### src/common/pmbs_pkg.sv
package pmbs_pkg;
  // command codes of the four status registers
  localparam logic [7:0] CMD_INPUT = 8'h7C;
  localparam logic [7:0] CMD_TEMP = 8'h7D;
  localparam logic [7:0] CMD_CML = 8'h7E;
  localparam logic [7:0] CMD_VENDOR = 8'h80;
  localparam logic [7:0] STATUS_RESET = 8'h00;
  localparam logic [7:0] IDLE_BYTE = 8'hFF;
  // implemented bits; all others read zero
  localparam logic [7:0] INPUT_MASK = 8'hF0;
  localparam logic [7:0] TEMP_MASK = 8'hF0;
  localparam logic [7:0] CML_MASK = 8'hE2;
  localparam logic [7:0] VENDOR_MASK = 8'h7B;
  localparam int IN_OV_FAULT_BIT = 7;
  localparam int IN_OV_WARN_BIT = 6;
  localparam int IN_UV_WARN_BIT = 5;
  localparam int IN_UV_FAULT_BIT = 4;
  localparam int TMP_OT_FAULT_BIT = 7;
  localparam int TMP_OT_WARN_BIT = 6;
  localparam int TMP_UT_WARN_BIT = 5;
  localparam int TMP_UT_FAULT_BIT = 4;
  localparam int CML_BAD_CMD_BIT = 7;
  localparam int CML_BAD_DATA_BIT = 6;
  localparam int CML_PEC_BIT = 5;
  localparam int CML_OTHER_BIT = 1;
  localparam int VEN_BUS_BIT = 6;
  localparam int VEN_UV_WARN_BIT = 5;
  localparam int VEN_OV_WARN_BIT = 4;
  localparam int VEN_SYNC_BIT = 3;
  localparam int VEN_UV_FAULT_BIT = 1;
  localparam int VEN_OV_FAULT_BIT = 0;
  localparam int SUM_INPUT_BIT = 13;
  localparam int SUM_VENDOR_BIT = 12;
  localparam int SUM_OTHER_BIT = 9;
  localparam int SUM_TEMP_BIT = 2;
  localparam int SUM_CML_BIT = 1;
  // 10 % margins as ratios over ten
  localparam logic [15:0] MON_SCALE = 16'h000A;
  localparam logic [15:0] MON_UV_WARN_SCALE = 16'h0009;
  localparam logic [15:0] MON_OV_WARN_SCALE = 16'h000B;
  // value is arbitrary
  localparam logic [6:0] DEV_ADDR_DEFAULT = 7'h40;
  localparam logic [7:0] PEC_POLY = 8'h07;
  localparam logic [7:0] PEC_INIT = 8'h00;
  localparam logic [3:0] BYTE_BITS = 4'h8;
  localparam logic [3:0] LAST_BIT = 4'h7;
  localparam logic [1:0] RD_DATA = 2'h0;
  localparam logic [1:0] RD_PEC = 2'h1;

  typedef enum logic [2:0] {
    ST_IDLE = 3'b000,
    ST_ADDR = 3'b001,
    ST_ACK_ADDR = 3'b010,
    ST_RX = 3'b011,
    ST_ACK_RX = 3'b100,
    ST_TX = 3'b101,
    ST_ACK_TX = 3'b110,
    ST_WAIT = 3'b111
  } pmbs_state_t;

  function automatic logic [7:0] crc8(input logic [7:0] crc, input logic [7:0] data);
    logic [7:0] c;
    c = crc ^ data;
    for (int i = 0; i < 8; i++) begin
      c = c[7] ? ({c[6:0], 1'b0} ^ PEC_POLY) : {c[6:0], 1'b0};
    end
    return c;
  endfunction : crc8

  function automatic logic cmd_supported(input logic [7:0] cmd);
    return (cmd == CMD_INPUT) || (cmd == CMD_TEMP) || (cmd == CMD_CML) || (cmd == CMD_VENDOR);
  endfunction : cmd_supported
endpackage : pmbs_pkg

### src/common/pmbs_stat_if.sv
`timescale 1ns/1ps
interface pmbs_stat_if;
  logic [7:0] cmd;
  logic [7:0] rdata;
  logic ev_bad_cmd;
  logic ev_bad_data;
  logic ev_pec;
  logic ev_other;
  modport engine (output cmd, output ev_bad_cmd, output ev_bad_data, output ev_pec,
    output ev_other, input rdata);
  modport bank (input cmd, input ev_bad_cmd, input ev_bad_data, input ev_pec,
    input ev_other, output rdata);
endinterface : pmbs_stat_if

### src/logic/pmbs_status_registers.sv
`timescale 1ns/1ps
// What this block does
// - input status at 7Ch, low nibble zero
// - input overvoltage fault sets bit 7
// - input overvoltage warning sets bit 6
// - input undervoltage warning sets bit 5
// - input undervoltage fault sets bit 4
// - temperature status at 7Dh, low nibble zero
// - over-temperature fault sets bit 7
// - over-temperature warning sets bit 6
// - under-temperature warning sets bit 5
// - under-temperature fault sets bit 4
// - comms status at 7Eh, bits 4:2,0 zero
// - unsupported command code sets bit 7
// - invalid data sets bit 6
// - bad packet error code sets bit 5
// - write to read-only sets bit 1
// - vendor status at 80h, bits 7,2 zero
// - interconnect bus error sets bit 6
// - monitor ten percent under sets bit 5
// - monitor ten percent over sets bit 4
// - lost external clock sync sets bit 3
// - monitor below undervoltage limit sets bit 1
// - monitor above overvoltage limit sets bit 0
// - summary bit 9 on any status
// - summary bit 2 on temperature status
// - summary bit 1 on comms status
// - summary bit 13 on input status
module pmbs_status_registers #(
  parameter logic [6:0] DEV_ADDR = pmbs_pkg::DEV_ADDR_DEFAULT
) (
  input wire logic REF_CLK,
  input wire logic RST,
  input wire logic SCL,
  input wire logic SDA_IN,
  output logic SDA_OUT,
  output logic SDA_OE_N,
  input wire logic INPUT_OV_FAULT,
  input wire logic INPUT_OV_WARN,
  input wire logic INPUT_UV_WARN,
  input wire logic INPUT_UV_FAULT,
  input wire logic TEMP_OT_FAULT,
  input wire logic TEMP_OT_WARN,
  input wire logic TEMP_UT_WARN,
  input wire logic TEMP_UT_FAULT,
  input wire logic INTERCONNECT_ERR,
  input wire logic EXT_SYNC_LOST,
  input wire logic [11:0] MONITOR_PIN_VOLTAGE,
  input wire logic [11:0] MONITOR_UV_LIMIT,
  input wire logic [11:0] MONITOR_OV_LIMIT,
  input wire logic OUTPUT_STATUS_ANY,
  input wire logic CLEAR_FAULTS,
  output logic [15:0] SUMMARY_WORD
);
  pmbs_stat_if sif ();

  logic scl_rise;
  logic scl_fall;
  logic sda_now;
  logic start_det;
  logic stop_det;
  logic [7:0] input_set;
  logic [7:0] temp_set;

  pmbs_pkg::pmbs_state_t state;
  pmbs_pkg::pmbs_state_t next_state;
  logic [3:0] bit_cnt;
  logic [3:0] next_bit_cnt;
  logic [7:0] shreg;
  logic [7:0] next_shreg;
  logic rw;
  logic next_rw;
  logic in_txn;
  logic next_in_txn;
  logic got_cmd;
  logic next_got_cmd;
  logic [1:0] wr_cnt;
  logic [1:0] next_wr_cnt;
  logic [1:0] rd_idx;
  logic [1:0] next_rd_idx;
  logic host_ack;
  logic next_host_ack;
  logic [7:0] crc;
  logic [7:0] next_crc;
  logic [7:0] cmd;
  logic [7:0] next_cmd;
  logic oe_n;
  logic next_oe_n;
  logic ev_bad_cmd;
  logic ev_bad_data;
  logic ev_pec;
  logic ev_other;
  logic next_ev_bad_cmd;
  logic next_ev_bad_data;
  logic next_ev_pec;
  logic next_ev_other;
  logic [7:0] tx_byte;

  pmbs_pin_sync u_sync (
    .clk(REF_CLK),
    .rst(RST),
    .scl(SCL),
    .sda(SDA_IN),
    .scl_rise(scl_rise),
    .scl_fall(scl_fall),
    .sda_now(sda_now),
    .start_det(start_det),
    .stop_det(stop_det)
  );

  always_comb begin
    input_set = 8'h00;
    input_set[pmbs_pkg::IN_OV_FAULT_BIT] = INPUT_OV_FAULT;
    input_set[pmbs_pkg::IN_OV_WARN_BIT] = INPUT_OV_WARN;
    input_set[pmbs_pkg::IN_UV_WARN_BIT] = INPUT_UV_WARN;
    input_set[pmbs_pkg::IN_UV_FAULT_BIT] = INPUT_UV_FAULT;
    temp_set = 8'h00;
    temp_set[pmbs_pkg::TMP_OT_FAULT_BIT] = TEMP_OT_FAULT;
    temp_set[pmbs_pkg::TMP_OT_WARN_BIT] = TEMP_OT_WARN;
    temp_set[pmbs_pkg::TMP_UT_WARN_BIT] = TEMP_UT_WARN;
    temp_set[pmbs_pkg::TMP_UT_FAULT_BIT] = TEMP_UT_FAULT;
  end

  pmbs_status_bank u_bank (
    .clk(REF_CLK),
    .rst(RST),
    .sif(sif.bank),
    .input_set(input_set),
    .temp_set(temp_set),
    .bus_err(INTERCONNECT_ERR),
    .sync_lost(EXT_SYNC_LOST),
    .mon_v(MONITOR_PIN_VOLTAGE),
    .uv_lim(MONITOR_UV_LIMIT),
    .ov_lim(MONITOR_OV_LIMIT),
    .out_any(OUTPUT_STATUS_ANY),
    .clear(CLEAR_FAULTS),
    .summary(SUMMARY_WORD)
  );

  // data byte, then its packet error code, then idle ones
  always_comb begin
    case (rd_idx)
      pmbs_pkg::RD_DATA: tx_byte = sif.rdata;
      pmbs_pkg::RD_PEC: tx_byte = crc;
      default: tx_byte = pmbs_pkg::IDLE_BYTE;
    endcase
  end

  always_comb begin
    next_state = state;
    next_bit_cnt = bit_cnt;
    next_shreg = shreg;
    next_rw = rw;
    next_in_txn = in_txn;
    next_got_cmd = got_cmd;
    next_wr_cnt = wr_cnt;
    next_rd_idx = rd_idx;
    next_host_ack = host_ack;
    next_crc = crc;
    next_cmd = cmd;
    next_oe_n = oe_n;
    next_ev_bad_cmd = 1'b0;
    next_ev_bad_data = 1'b0;
    next_ev_pec = 1'b0;
    next_ev_other = 1'b0;
    if (start_det) begin
      if (state != pmbs_pkg::ST_IDLE && !rw && wr_cnt != 2'h0) begin
        next_ev_bad_data = 1'b1;
      end
      // repeated start keeps the running code for the read's check byte
      if (!in_txn) begin
        next_crc = pmbs_pkg::PEC_INIT;
      end
      next_in_txn = 1'b1;
      next_state = pmbs_pkg::ST_ADDR;
      next_bit_cnt = 4'h0;
      next_oe_n = 1'b1;
      next_wr_cnt = 2'h0;
      next_got_cmd = 1'b0;
      next_rd_idx = pmbs_pkg::RD_DATA;
    end else if (stop_det) begin
      if (in_txn && !rw && got_cmd) begin
        if (pmbs_pkg::cmd_supported(cmd) && wr_cnt != 2'h0) begin
          next_ev_other = 1'b1;
        end
        if (wr_cnt >= 2'h2 && crc != 8'h00) begin
          next_ev_pec = 1'b1;
        end
      end
      next_state = pmbs_pkg::ST_IDLE;
      next_in_txn = 1'b0;
      next_oe_n = 1'b1;
      next_got_cmd = 1'b0;
      next_wr_cnt = 2'h0;
    end else begin
      case (state)
        pmbs_pkg::ST_ADDR, pmbs_pkg::ST_RX: begin
          if (scl_rise && bit_cnt != pmbs_pkg::BYTE_BITS) begin
            next_shreg = {shreg[6:0], sda_now};
            next_bit_cnt = 4'(bit_cnt + 4'h1);
          end else if (scl_fall && bit_cnt == pmbs_pkg::BYTE_BITS) begin
            next_bit_cnt = 4'h0;
            if (state == pmbs_pkg::ST_ADDR) begin
              if (shreg[7:1] == DEV_ADDR) begin
                next_rw = shreg[0];
                next_crc = pmbs_pkg::crc8(crc, shreg);
                next_oe_n = 1'b0;
                next_state = pmbs_pkg::ST_ACK_ADDR;
              end else begin
                next_state = pmbs_pkg::ST_WAIT;
              end
            end else begin
              next_crc = pmbs_pkg::crc8(crc, shreg);
              next_oe_n = 1'b0;
              next_state = pmbs_pkg::ST_ACK_RX;
              if (!got_cmd) begin
                next_got_cmd = 1'b1;
                next_cmd = shreg;
                next_ev_bad_cmd = !pmbs_pkg::cmd_supported(shreg);
              end else if (wr_cnt != 2'h3) begin
                next_wr_cnt = 2'(wr_cnt + 2'h1);
              end
            end
          end
        end
        pmbs_pkg::ST_ACK_ADDR: begin
          if (scl_fall) begin
            if (rw) begin
              next_shreg = tx_byte;
              next_oe_n = tx_byte[7];
              if (rd_idx == pmbs_pkg::RD_DATA) begin
                next_crc = pmbs_pkg::crc8(crc, tx_byte);
              end
              next_state = pmbs_pkg::ST_TX;
            end else begin
              next_oe_n = 1'b1;
              next_state = pmbs_pkg::ST_RX;
            end
          end
        end
        pmbs_pkg::ST_ACK_RX: begin
          if (scl_fall) begin
            next_oe_n = 1'b1;
            next_state = pmbs_pkg::ST_RX;
          end
        end
        pmbs_pkg::ST_TX: begin
          if (scl_fall) begin
            if (bit_cnt == pmbs_pkg::LAST_BIT) begin
              next_bit_cnt = 4'h0;
              next_oe_n = 1'b1;
              next_state = pmbs_pkg::ST_ACK_TX;
              if (rd_idx != 2'h3) begin
                next_rd_idx = 2'(rd_idx + 2'h1);
              end
            end else begin
              next_bit_cnt = 4'(bit_cnt + 4'h1);
              next_shreg = {shreg[6:0], 1'b1};
              next_oe_n = shreg[6];
            end
          end
        end
        pmbs_pkg::ST_ACK_TX: begin
          if (scl_rise) begin
            next_host_ack = !sda_now;
          end else if (scl_fall) begin
            if (host_ack) begin
              next_shreg = tx_byte;
              next_oe_n = tx_byte[7];
              next_state = pmbs_pkg::ST_TX;
            end else begin
              next_state = pmbs_pkg::ST_WAIT;
            end
          end
        end
        pmbs_pkg::ST_WAIT: begin
          next_oe_n = 1'b1;
        end
        default: begin
          next_oe_n = 1'b1;
          next_state = pmbs_pkg::ST_IDLE;
        end
      endcase
    end
  end

  always_ff @(posedge REF_CLK) begin
    if (RST) begin
      state <= pmbs_pkg::ST_IDLE;
      bit_cnt <= 4'h0;
      shreg <= 8'h00;
      rw <= 1'b0;
      in_txn <= 1'b0;
      got_cmd <= 1'b0;
      wr_cnt <= 2'h0;
      rd_idx <= pmbs_pkg::RD_DATA;
      host_ack <= 1'b0;
      crc <= pmbs_pkg::PEC_INIT;
      cmd <= pmbs_pkg::IDLE_BYTE;
      oe_n <= 1'b1;
      ev_bad_cmd <= 1'b0;
      ev_bad_data <= 1'b0;
      ev_pec <= 1'b0;
      ev_other <= 1'b0;
    end else begin
      state <= next_state;
      bit_cnt <= next_bit_cnt;
      shreg <= next_shreg;
      rw <= next_rw;
      in_txn <= next_in_txn;
      got_cmd <= next_got_cmd;
      wr_cnt <= next_wr_cnt;
      rd_idx <= next_rd_idx;
      host_ack <= next_host_ack;
      crc <= next_crc;
      cmd <= next_cmd;
      oe_n <= next_oe_n;
      ev_bad_cmd <= next_ev_bad_cmd;
      ev_bad_data <= next_ev_bad_data;
      ev_pec <= next_ev_pec;
      ev_other <= next_ev_other;
    end
  end

  assign sif.cmd = cmd;
  assign sif.ev_bad_cmd = ev_bad_cmd;
  assign sif.ev_bad_data = ev_bad_data;
  assign sif.ev_pec = ev_pec;
  assign sif.ev_other = ev_other;
  // open drain: only ever pulls low
  assign SDA_OUT = 1'b0;
  assign SDA_OE_N = oe_n;
endmodule : pmbs_status_registers

### src/logic/pmbs_pin_sync.sv
`timescale 1ns/1ps
module pmbs_pin_sync (
  input wire logic clk,
  input wire logic rst,
  input wire logic scl,
  input wire logic sda,
  output logic scl_rise,
  output logic scl_fall,
  output logic sda_now,
  output logic start_det,
  output logic stop_det
);
  logic [1:0] meta;
  logic [1:0] stable;
  logic [1:0] prev;
  logic [1:0] next_meta;
  logic [1:0] next_stable;
  logic [1:0] next_prev;

  // edges look only at second and third stages
  always_comb begin
    next_meta = {scl, sda};
    next_stable = meta;
    next_prev = stable;
  end

  always_ff @(posedge clk) begin
    if (rst) begin
      meta <= 2'h3;
      stable <= 2'h3;
      prev <= 2'h3;
    end else begin
      meta <= next_meta;
      stable <= next_stable;
      prev <= next_prev;
    end
  end

  assign scl_rise = stable[1] && !prev[1];
  assign scl_fall = !stable[1] && prev[1];
  assign sda_now = stable[0];
  // sda moving while scl stays high frames a transaction
  assign start_det = stable[1] && prev[1] && !stable[0] && prev[0];
  assign stop_det = stable[1] && prev[1] && stable[0] && !prev[0];
endmodule : pmbs_pin_sync

### src/logic/pmbs_status_bank.sv
`timescale 1ns/1ps
module pmbs_status_bank (
  input wire logic clk,
  input wire logic rst,
  pmbs_stat_if.bank sif,
  input wire logic [7:0] input_set,
  input wire logic [7:0] temp_set,
  input wire logic bus_err,
  input wire logic sync_lost,
  input wire logic [11:0] mon_v,
  input wire logic [11:0] uv_lim,
  input wire logic [11:0] ov_lim,
  input wire logic out_any,
  input wire logic clear,
  output logic [15:0] summary
);
  logic [7:0] in_reg;
  logic [7:0] tmp_reg;
  logic [7:0] cml_reg;
  logic [7:0] ven_reg;
  logic [7:0] rdata;
  logic [15:0] sum_reg;
  logic [7:0] next_in;
  logic [7:0] next_tmp;
  logic [7:0] next_cml;
  logic [7:0] next_ven;
  logic [7:0] next_rdata;
  logic [15:0] next_sum;
  logic [7:0] cml_set;
  logic [7:0] ven_set;

  function automatic logic [15:0] scaled(input logic [11:0] x, input logic [15:0] k);
    return 16'({4'h0, x} * k);
  endfunction : scaled

  // set wins over clear; reads never clear
  function automatic logic [7:0] latch(input logic [7:0] cur, input logic [7:0] set,
    input logic [7:0] mask, input logic clr);
    return (set | (clr ? 8'h00 : cur)) & mask;
  endfunction : latch

  always_comb begin
    cml_set = 8'h00;
    cml_set[pmbs_pkg::CML_BAD_CMD_BIT] = sif.ev_bad_cmd;
    cml_set[pmbs_pkg::CML_BAD_DATA_BIT] = sif.ev_bad_data;
    cml_set[pmbs_pkg::CML_PEC_BIT] = sif.ev_pec;
    cml_set[pmbs_pkg::CML_OTHER_BIT] = sif.ev_other;
    ven_set = 8'h00;
    ven_set[pmbs_pkg::VEN_BUS_BIT] = bus_err;
    ven_set[pmbs_pkg::VEN_UV_WARN_BIT] =
      scaled(mon_v, pmbs_pkg::MON_SCALE) < scaled(uv_lim, pmbs_pkg::MON_UV_WARN_SCALE);
    ven_set[pmbs_pkg::VEN_OV_WARN_BIT] =
      scaled(mon_v, pmbs_pkg::MON_SCALE) > scaled(ov_lim, pmbs_pkg::MON_OV_WARN_SCALE);
    ven_set[pmbs_pkg::VEN_SYNC_BIT] = sync_lost;
    ven_set[pmbs_pkg::VEN_UV_FAULT_BIT] = mon_v < uv_lim;
    ven_set[pmbs_pkg::VEN_OV_FAULT_BIT] = mon_v > ov_lim;
    next_in = latch(in_reg, input_set, pmbs_pkg::INPUT_MASK, clear);
    next_tmp = latch(tmp_reg, temp_set, pmbs_pkg::TEMP_MASK, clear);
    next_cml = latch(cml_reg, cml_set, pmbs_pkg::CML_MASK, clear);
    next_ven = latch(ven_reg, ven_set, pmbs_pkg::VENDOR_MASK, clear);
    case (sif.cmd)
      pmbs_pkg::CMD_INPUT: next_rdata = in_reg;
      pmbs_pkg::CMD_TEMP: next_rdata = tmp_reg;
      pmbs_pkg::CMD_CML: next_rdata = cml_reg;
      pmbs_pkg::CMD_VENDOR: next_rdata = ven_reg;
      default: next_rdata = pmbs_pkg::IDLE_BYTE;
    endcase
    next_sum = 16'h0000;
    next_sum[pmbs_pkg::SUM_INPUT_BIT] = |in_reg;
    next_sum[pmbs_pkg::SUM_VENDOR_BIT] = |ven_reg;
    next_sum[pmbs_pkg::SUM_OTHER_BIT] = out_any || (|{in_reg, tmp_reg, cml_reg, ven_reg});
    next_sum[pmbs_pkg::SUM_TEMP_BIT] = |tmp_reg;
    next_sum[pmbs_pkg::SUM_CML_BIT] = |cml_reg;
  end

  always_ff @(posedge clk) begin
    if (rst) begin
      in_reg <= pmbs_pkg::STATUS_RESET;
      tmp_reg <= pmbs_pkg::STATUS_RESET;
      cml_reg <= pmbs_pkg::STATUS_RESET;
      ven_reg <= pmbs_pkg::STATUS_RESET;
      rdata <= pmbs_pkg::STATUS_RESET;
      sum_reg <= 16'h0000;
    end else begin
      in_reg <= next_in;
      tmp_reg <= next_tmp;
      cml_reg <= next_cml;
      ven_reg <= next_ven;
      rdata <= next_rdata;
      sum_reg <= next_sum;
    end
  end

  assign sif.rdata = rdata;
  assign summary = sum_reg;
endmodule : pmbs_status_bank

### config.mk
export PLATFORM = sky130hd
export DESIGN_NAME = pmbs_status_registers
export DESIGN_NICKNAME = d
export VERILOG_FILES = /design/src/common/pmbs_pkg.sv /design/src/common/pmbs_stat_if.sv /design/src/logic/pmbs_status_registers.sv /design/src/logic/pmbs_pin_sync.sv /design/src/logic/pmbs_status_bank.sv
export SDC_FILE = /design/constraint.sdc
export NUM_CORES = 1
export LEC_CHECK = 0
export ABC_AREA = 1
export BUFFER_PORTS_ARGS = -buffer_cell sky130_fd_sc_hd__buf_4
export CELL_PAD_IN_SITES_DETAIL_PLACEMENT = 1
export CELL_PAD_IN_SITES_GLOBAL_PLACEMENT = 2
export CORE_ASPECT_RATIO = 1.5
export CORE_UTILIZATION = 35
export CTS_CLUSTER_DIAMETER = 30
export DETAILED_ROUTE_END_ITERATION = 12
export GPL_ROUTABILITY_DRIVEN = 0
export PLACE_DENSITY_LB_ADDON = 0.1
export SLEW_MARGIN = 40
export SYNTH_ARGS = -nofsm -noshare
export SYNTH_HDL_FRONTEND = slang
export SYNTH_SLANG_ARGS = --single-unit
### constraint.sdc
create_clock -name REF_CLK -period 4.51 [get_ports REF_CLK]
set_input_delay 0.451 -clock REF_CLK [delete_from_list [all_inputs] [get_ports REF_CLK]]
set_output_delay 0.451 -clock REF_CLK [all_outputs]
set_load 0.01 [all_outputs]
Word-level counts from Yosys, hierarchy flattened --
Cells that the tools add are included.
Word-level totals: register bits after elaboration 104, logic and storage cells 264
Cells by class: $add $sub $neg 3, multipliers 3, magnitude comparators 5, eq/ne operators 53, mux-type cells 80, bitwise operators 31, reduce and logical (&&, ||, !) cells 59
Operator list (count):
- two-way mux 8 bit | 21
- two-way mux 3 bit | 27
- one-hot mux 8 bit (4 select lines) | 2
- equality test 8 x 7 -> 1 bit (second input constant) | 6
- inverter 3 bit | 16
- != test 4 bit (second input constant) | 10
- OR reduction 8 bit | 5
- AND reduction 9 bit | 4
- multiplier 12 x 4 -> 16 bit (second input constant) | 2
- != test 2 bit (second input constant) | 16
- one-hot mux 8 bit (2 select lines) | 2
- OR reduction 32 bit | 1
- != test 3 bit (second input constant) | 8
- bitwise OR 8 bit | 3
- two-way mux 1 bit | 19
- one-hot mux 3 bit (6 select lines) | 1
- equality test 8 bit (second input constant) | 2
- greater-than comparator 16 bit | 1
- < comparator 16 bit | 1
- two-way mux 4 bit | 4
- XOR 8 bit | 2
- logical AND 1 bit | 15
- multiplier 12 x 3 -> 15 bit (second input constant) | 1
- AND reduction 7 bit | 2
- 32 further kinds | 63

Depth between registers and ports, before layout --
depth after elaboration 25, depth in mapped cells 20, depth with buffers taken out 20

Cells and area by module --
From an unflattened synthesis, not the netlist that was laid out.
Second synthesis, totals: cell total of the unflattened synthesis 1171, area, all modules 8075.2 sq um
By module, submodules not included:
- pmbs_status_bank | times used 1, cells each 659, area an instance 4740.8 sq um, seq. area each 620.6 sq um
- pmbs_status_registers | times used 1, cells each 488, area an instance 3136.8 sq um, seq. area each 880.8 sq um
- pmbs_pin_sync | times used 1, cells each 24, area an instance 197.7 sq um, seq. area each 120.1 sq um

Least setup slack after synthesis --
No wires, ideal clock.
path type in2reg, from input port MONITOR_OV_LIMIT[3], to register u_bank.ven_reg[4], library setup time 70 ps, data arrival time 3286 ps, data required time 4440 ps, setup slack 1154 ps, stages on the path 20, buffers on the path 0, path through ha_1 > inv_1 > fa_1 > inv_1 > ha_1 > inv_1 > nor3_1 > a21oi_1 > o21ai_0 > nand2_1 > nand2_1 > a21o_1 > a21oi_1 > ha_1 > nand4_1 > nor3_1 > nand2_1 > nand3_1 > nand2_1 > a21oi_1
Between the ends: longest elaborated chain between the ends 3
RTL lines:
- start: declaration | RTL line pmbs_status_registers.sv:50 | input wire logic [11:0] MONITOR_OV_LIMIT,
- multiplier 12 x 4 -> 16 bit | RTL line pmbs_status_bank.sv:33 | return 16'({4'h0, x} * k);
- greater-than comparator 16 bit | RTL line pmbs_status_bank.sv:53 | scaled(mon_v, pmbs_pkg::MON_SCALE) > scaled(ov_lim, pmbs_pkg::MON_OV_WARN_SCALE);
- bitwise OR 7 bit | RTL line pmbs_status_bank.sv:39 | return (set | (clr ? 8'h00 : cur)) & mask;
- end signal: assignment | RTL line pmbs_status_bank.sv:81 | ven_reg <= pmbs_pkg::STATUS_RESET;
- end signal: assignment | RTL line pmbs_status_bank.sv:88 | ven_reg <= next_ven;
- end: declaration | RTL line pmbs_status_bank.sv:20 | logic [7:0] ven_reg;
Every way passes these cells. A chain may end at the register's enable or synchronous reset.

Worst setup path after layout --
Ends and elaborated chain as after synthesis.

==> results.md <==
- Status: finished clean
- Simple-gate area share of the yosys netlist: 23.4%
- Post-layout min period: 3.54 ns
- Htree depth: 3
- Sequential cell area fraction in the yosys report: 20.8%
- Synth warn: 0
- Final non-filler cell total: 1375
- DR pass1 iterations: 6
- Clock Pin Slew Worst Setup and Hold Paths: 0.06 ns
- Maxcap violations: 0
- Design Power: 0.00348 W
- Worst path slowest cell: fa_1
- Gr usage total: 21.6%
- CTS resizes: 0
- Slew headroom: 49.9%
- Sw frac: 44.4%
- Hpwl dp: 20.2 mm
- CP cell instances: buf_4, ha_1, inv_1, fa_1, inv_1, ha_1, inv_1, nor3_1, a21oi_1, o21ai_0, nand2_1, nand2_1, a21o_1, a21oi_1, ha_1, nand4_1, nor3_1, nand3_1, nand2_1, a21oi_1
- Wire per inst: 17.0 um
- XOR/XNOR share of the synthesized area: 6.52%
- Most common cell after layout, fill and taps aside: nand2_1
- Initial antenna violation count: 0
- Register Area: 1620 um^2
- Layout Nets: 1287
- Mapped Cells: 1052
- Avg Cell Area, Syn: 7.40 um^2
- Worst slack, placed: 0.571 ns
- Area of the multi-input gates: 5410 um^2
- Max clock buf depth: 2
- #FFs+latches synth: 81
- Skew final: 0.0131 ns
- TritonCTS Buffers: 9
- Fmax: 0.283 GHz
- VDD IR max: 0.145 mV
- Logic pwr share: 51.7%
- Async S/R FF share, synth: 0%
- Global-route wire length before repair: 37.0 mm
- Main synth FF type: dfxtp_1
- Core area: 21700 um^2
- Final Hold Viols: 0
- # fillers: 2791
- RSZ-0062 raised after global routing: false
- Hold WC Path Type: primary input to flip-flop
- Root Driver: clkbuf_16
- P_sw: 0.00155 W
- Final worst setup slack: 0.973 ns
- Clock power share: 22.0%
- Worst Setup Start Kind: primary input
- Crit Path Category: primary input to flip-flop
- Yosys cell types: 61
- Post-CTS Setup Inserts: 0
- Number of synthesized flops with an enable pin: 0
- Hold buffers post-CTS: 0
- Largest net degree at the start of global routing: 47
- Layout cells sized above 1: 12.0%
- GRT overflow: 0
- P_int: 0.00193 W
- ANT nets after route: 0
- CP required: 4.73 ns
- Period utilisation layout: 78.4%
- LEAKAGE: 4.24 nW
- Cell total after placement: 1359
- Synthesized-area fraction occupied by adder cells: 23.1%
- Area Overhead vs Synth: 11.5%
- Synth Area in Compound Gates: 15.8%
- Vias: 6983
- Starting Density: 35.9%
- Critical Path End Type: flip-flop
- DRC Markers: 0
- Main combinational cell family by area after synthesis: simple AND/OR/NAND/NOR gates
- PD cells: 400 nW/um^2
- Worst Tran Pin Value: 0.733 ns
- Most frequent cells in the layout: nand2_1, inv_1, ha_1
- DRT iter0 DRCs: 148
- Die Ht: 185 um
- Worst path arrival time: 3.75 ns
- Die ar.: 22900 um^2
- Number of global-route vias before repair: 7262
- Port Buf Inserts: 57
- Total wire length: 23.4 mm
- Mux cell area share after synthesis: 0%
- # rows: 66
- Setup_tns: 0 ns
- Hold slack: 0.283 ns
- Reg power frac: 26.3%
- Worst skew pair latency: 0.36 ns
- Clk sinks: 81
- Die Wd: 124 um
- I/O pins: 70
- Fin. max-slew vios: 0
- Via-to-Cell Ratio: 5.08
- CTS tree: yes
- Mapped cell area: 7790 um^2
- Critical path's largest stage delay: 0.50 ns
- Final setup violating endpoints: 0
- Inserted Diodes: 0
- CP max FO: 5
## synth_stat cells, types with 5 or more instances
cell type / n / share of area [%]
a21oi_1: 109 / 7.0
fa_1: 11 / 2.8
nor2_1: 63 / 3.0
xor2_1: 26 / 2.9
xnor2_1: 22 / 2.5
o211ai_1: 13 / 1.3
o21ai_0: 44 / 2.8
nand3_1: 47 / 3.0
a31oi_1: 6 / 0.48
nor4_1: 10 / 0.80
or2_2: 7 / 0.56
inv_1: 141 / 6.8
nand4_1: 13 / 1.0
buf_2: 8 / 0.51
nor3_1: 14 / 0.90
inv_2: 9 / 0.43
nand2_1: 194 / 9.4
buf_4: 12 / 1.2
nand2_2: 5 / 0.40
clkbuf_1: 8 / 0.39
ha_1: 126 / 20
dfxtp_1: 81 / 21
## power by group through the flow
| stage | Combinational (W) | Clock [W] | Sequential [W] |
|---|---|---|---|
| final | 0.00180 | 0.000764 | 0.000915 |
| after global routing | 0.00206 | 0.000812 | 0.000931 |
| after CTS | 0.00184 | 0.000782 | 0.000916 |
| after detailed placement | 0.00183 | 0 | 0.000932 |
| after global placement | 0.00181 | 0 | 0.000930 |
| after floorplan | 0.00141 | 0 | 0.000878 |
## routing by layer
metal,vias up,global-route usage [%],share of wire [%]
met5,-,0,0
met4,0,6.99,2.3
met3,25,2.35,1.4
met2,62,46.0,61
met1,3309,20.0,36
li1,3587,-,-
## final timing paths
kind                        startpoint  slack [ns]                             end  cells past startpoint
max                MONITOR_OV_LIMIT[3]        0.97    u_bank.ven_reg[4]$_SDFF_PP0_                     20
min                                SCL        0.28       u_sync.meta[1]$_SDFF_PP1_                      2
max reg2reg     rd_idx[0]$_SDFFE_PP0P_        1.74             crc[1]$_SDFFE_PP0P_                     16
min reg2reg  u_sync.meta[1]$_SDFF_PP1_        0.41  u_sync.next_prev[1]$_SDFF_PP1_                      1
## critical path, delay by kind of cell
kind / cells / cell delay [ns]
AND/OR/NAND/NOR: 7 / 0.95
AO/OA/AOI/OAI: 5 / 0.63
adder cells (fa/ha/maj): 4 / 1.43
buffers and inverters: 4 / 0.30
## cell families after synthesis
kind of cell,count (synthesis)
flip-flops,81
AND/OR/NAND/NOR,384
adder cells (fa/ha/maj),137
buffers and inverters,186
AO/OA/AOI/OAI,211
XOR/XNOR,52
other,1
## final cells by class
type                    instances  area share [%]
well taps                     272            3.92
clock inverters                 6           0.778
flip-flops and latches         81            18.7
clock buffers                  10            2.75
repair buffers                 57            4.93
multi-input cells             796            62.3
inverters                     153            6.67
## metrics by stage
step / cell area, um^2 / util, %
finish: 8690 / 40.0
global route: 8690 / 40.0
CTS: 8680 / 40.0
detailed placement: 8380 / 38.6
global placement: 8370 / 38.5
floorplan: 7830 / -
No activity file was read; power rests on OpenSTA's default activity.
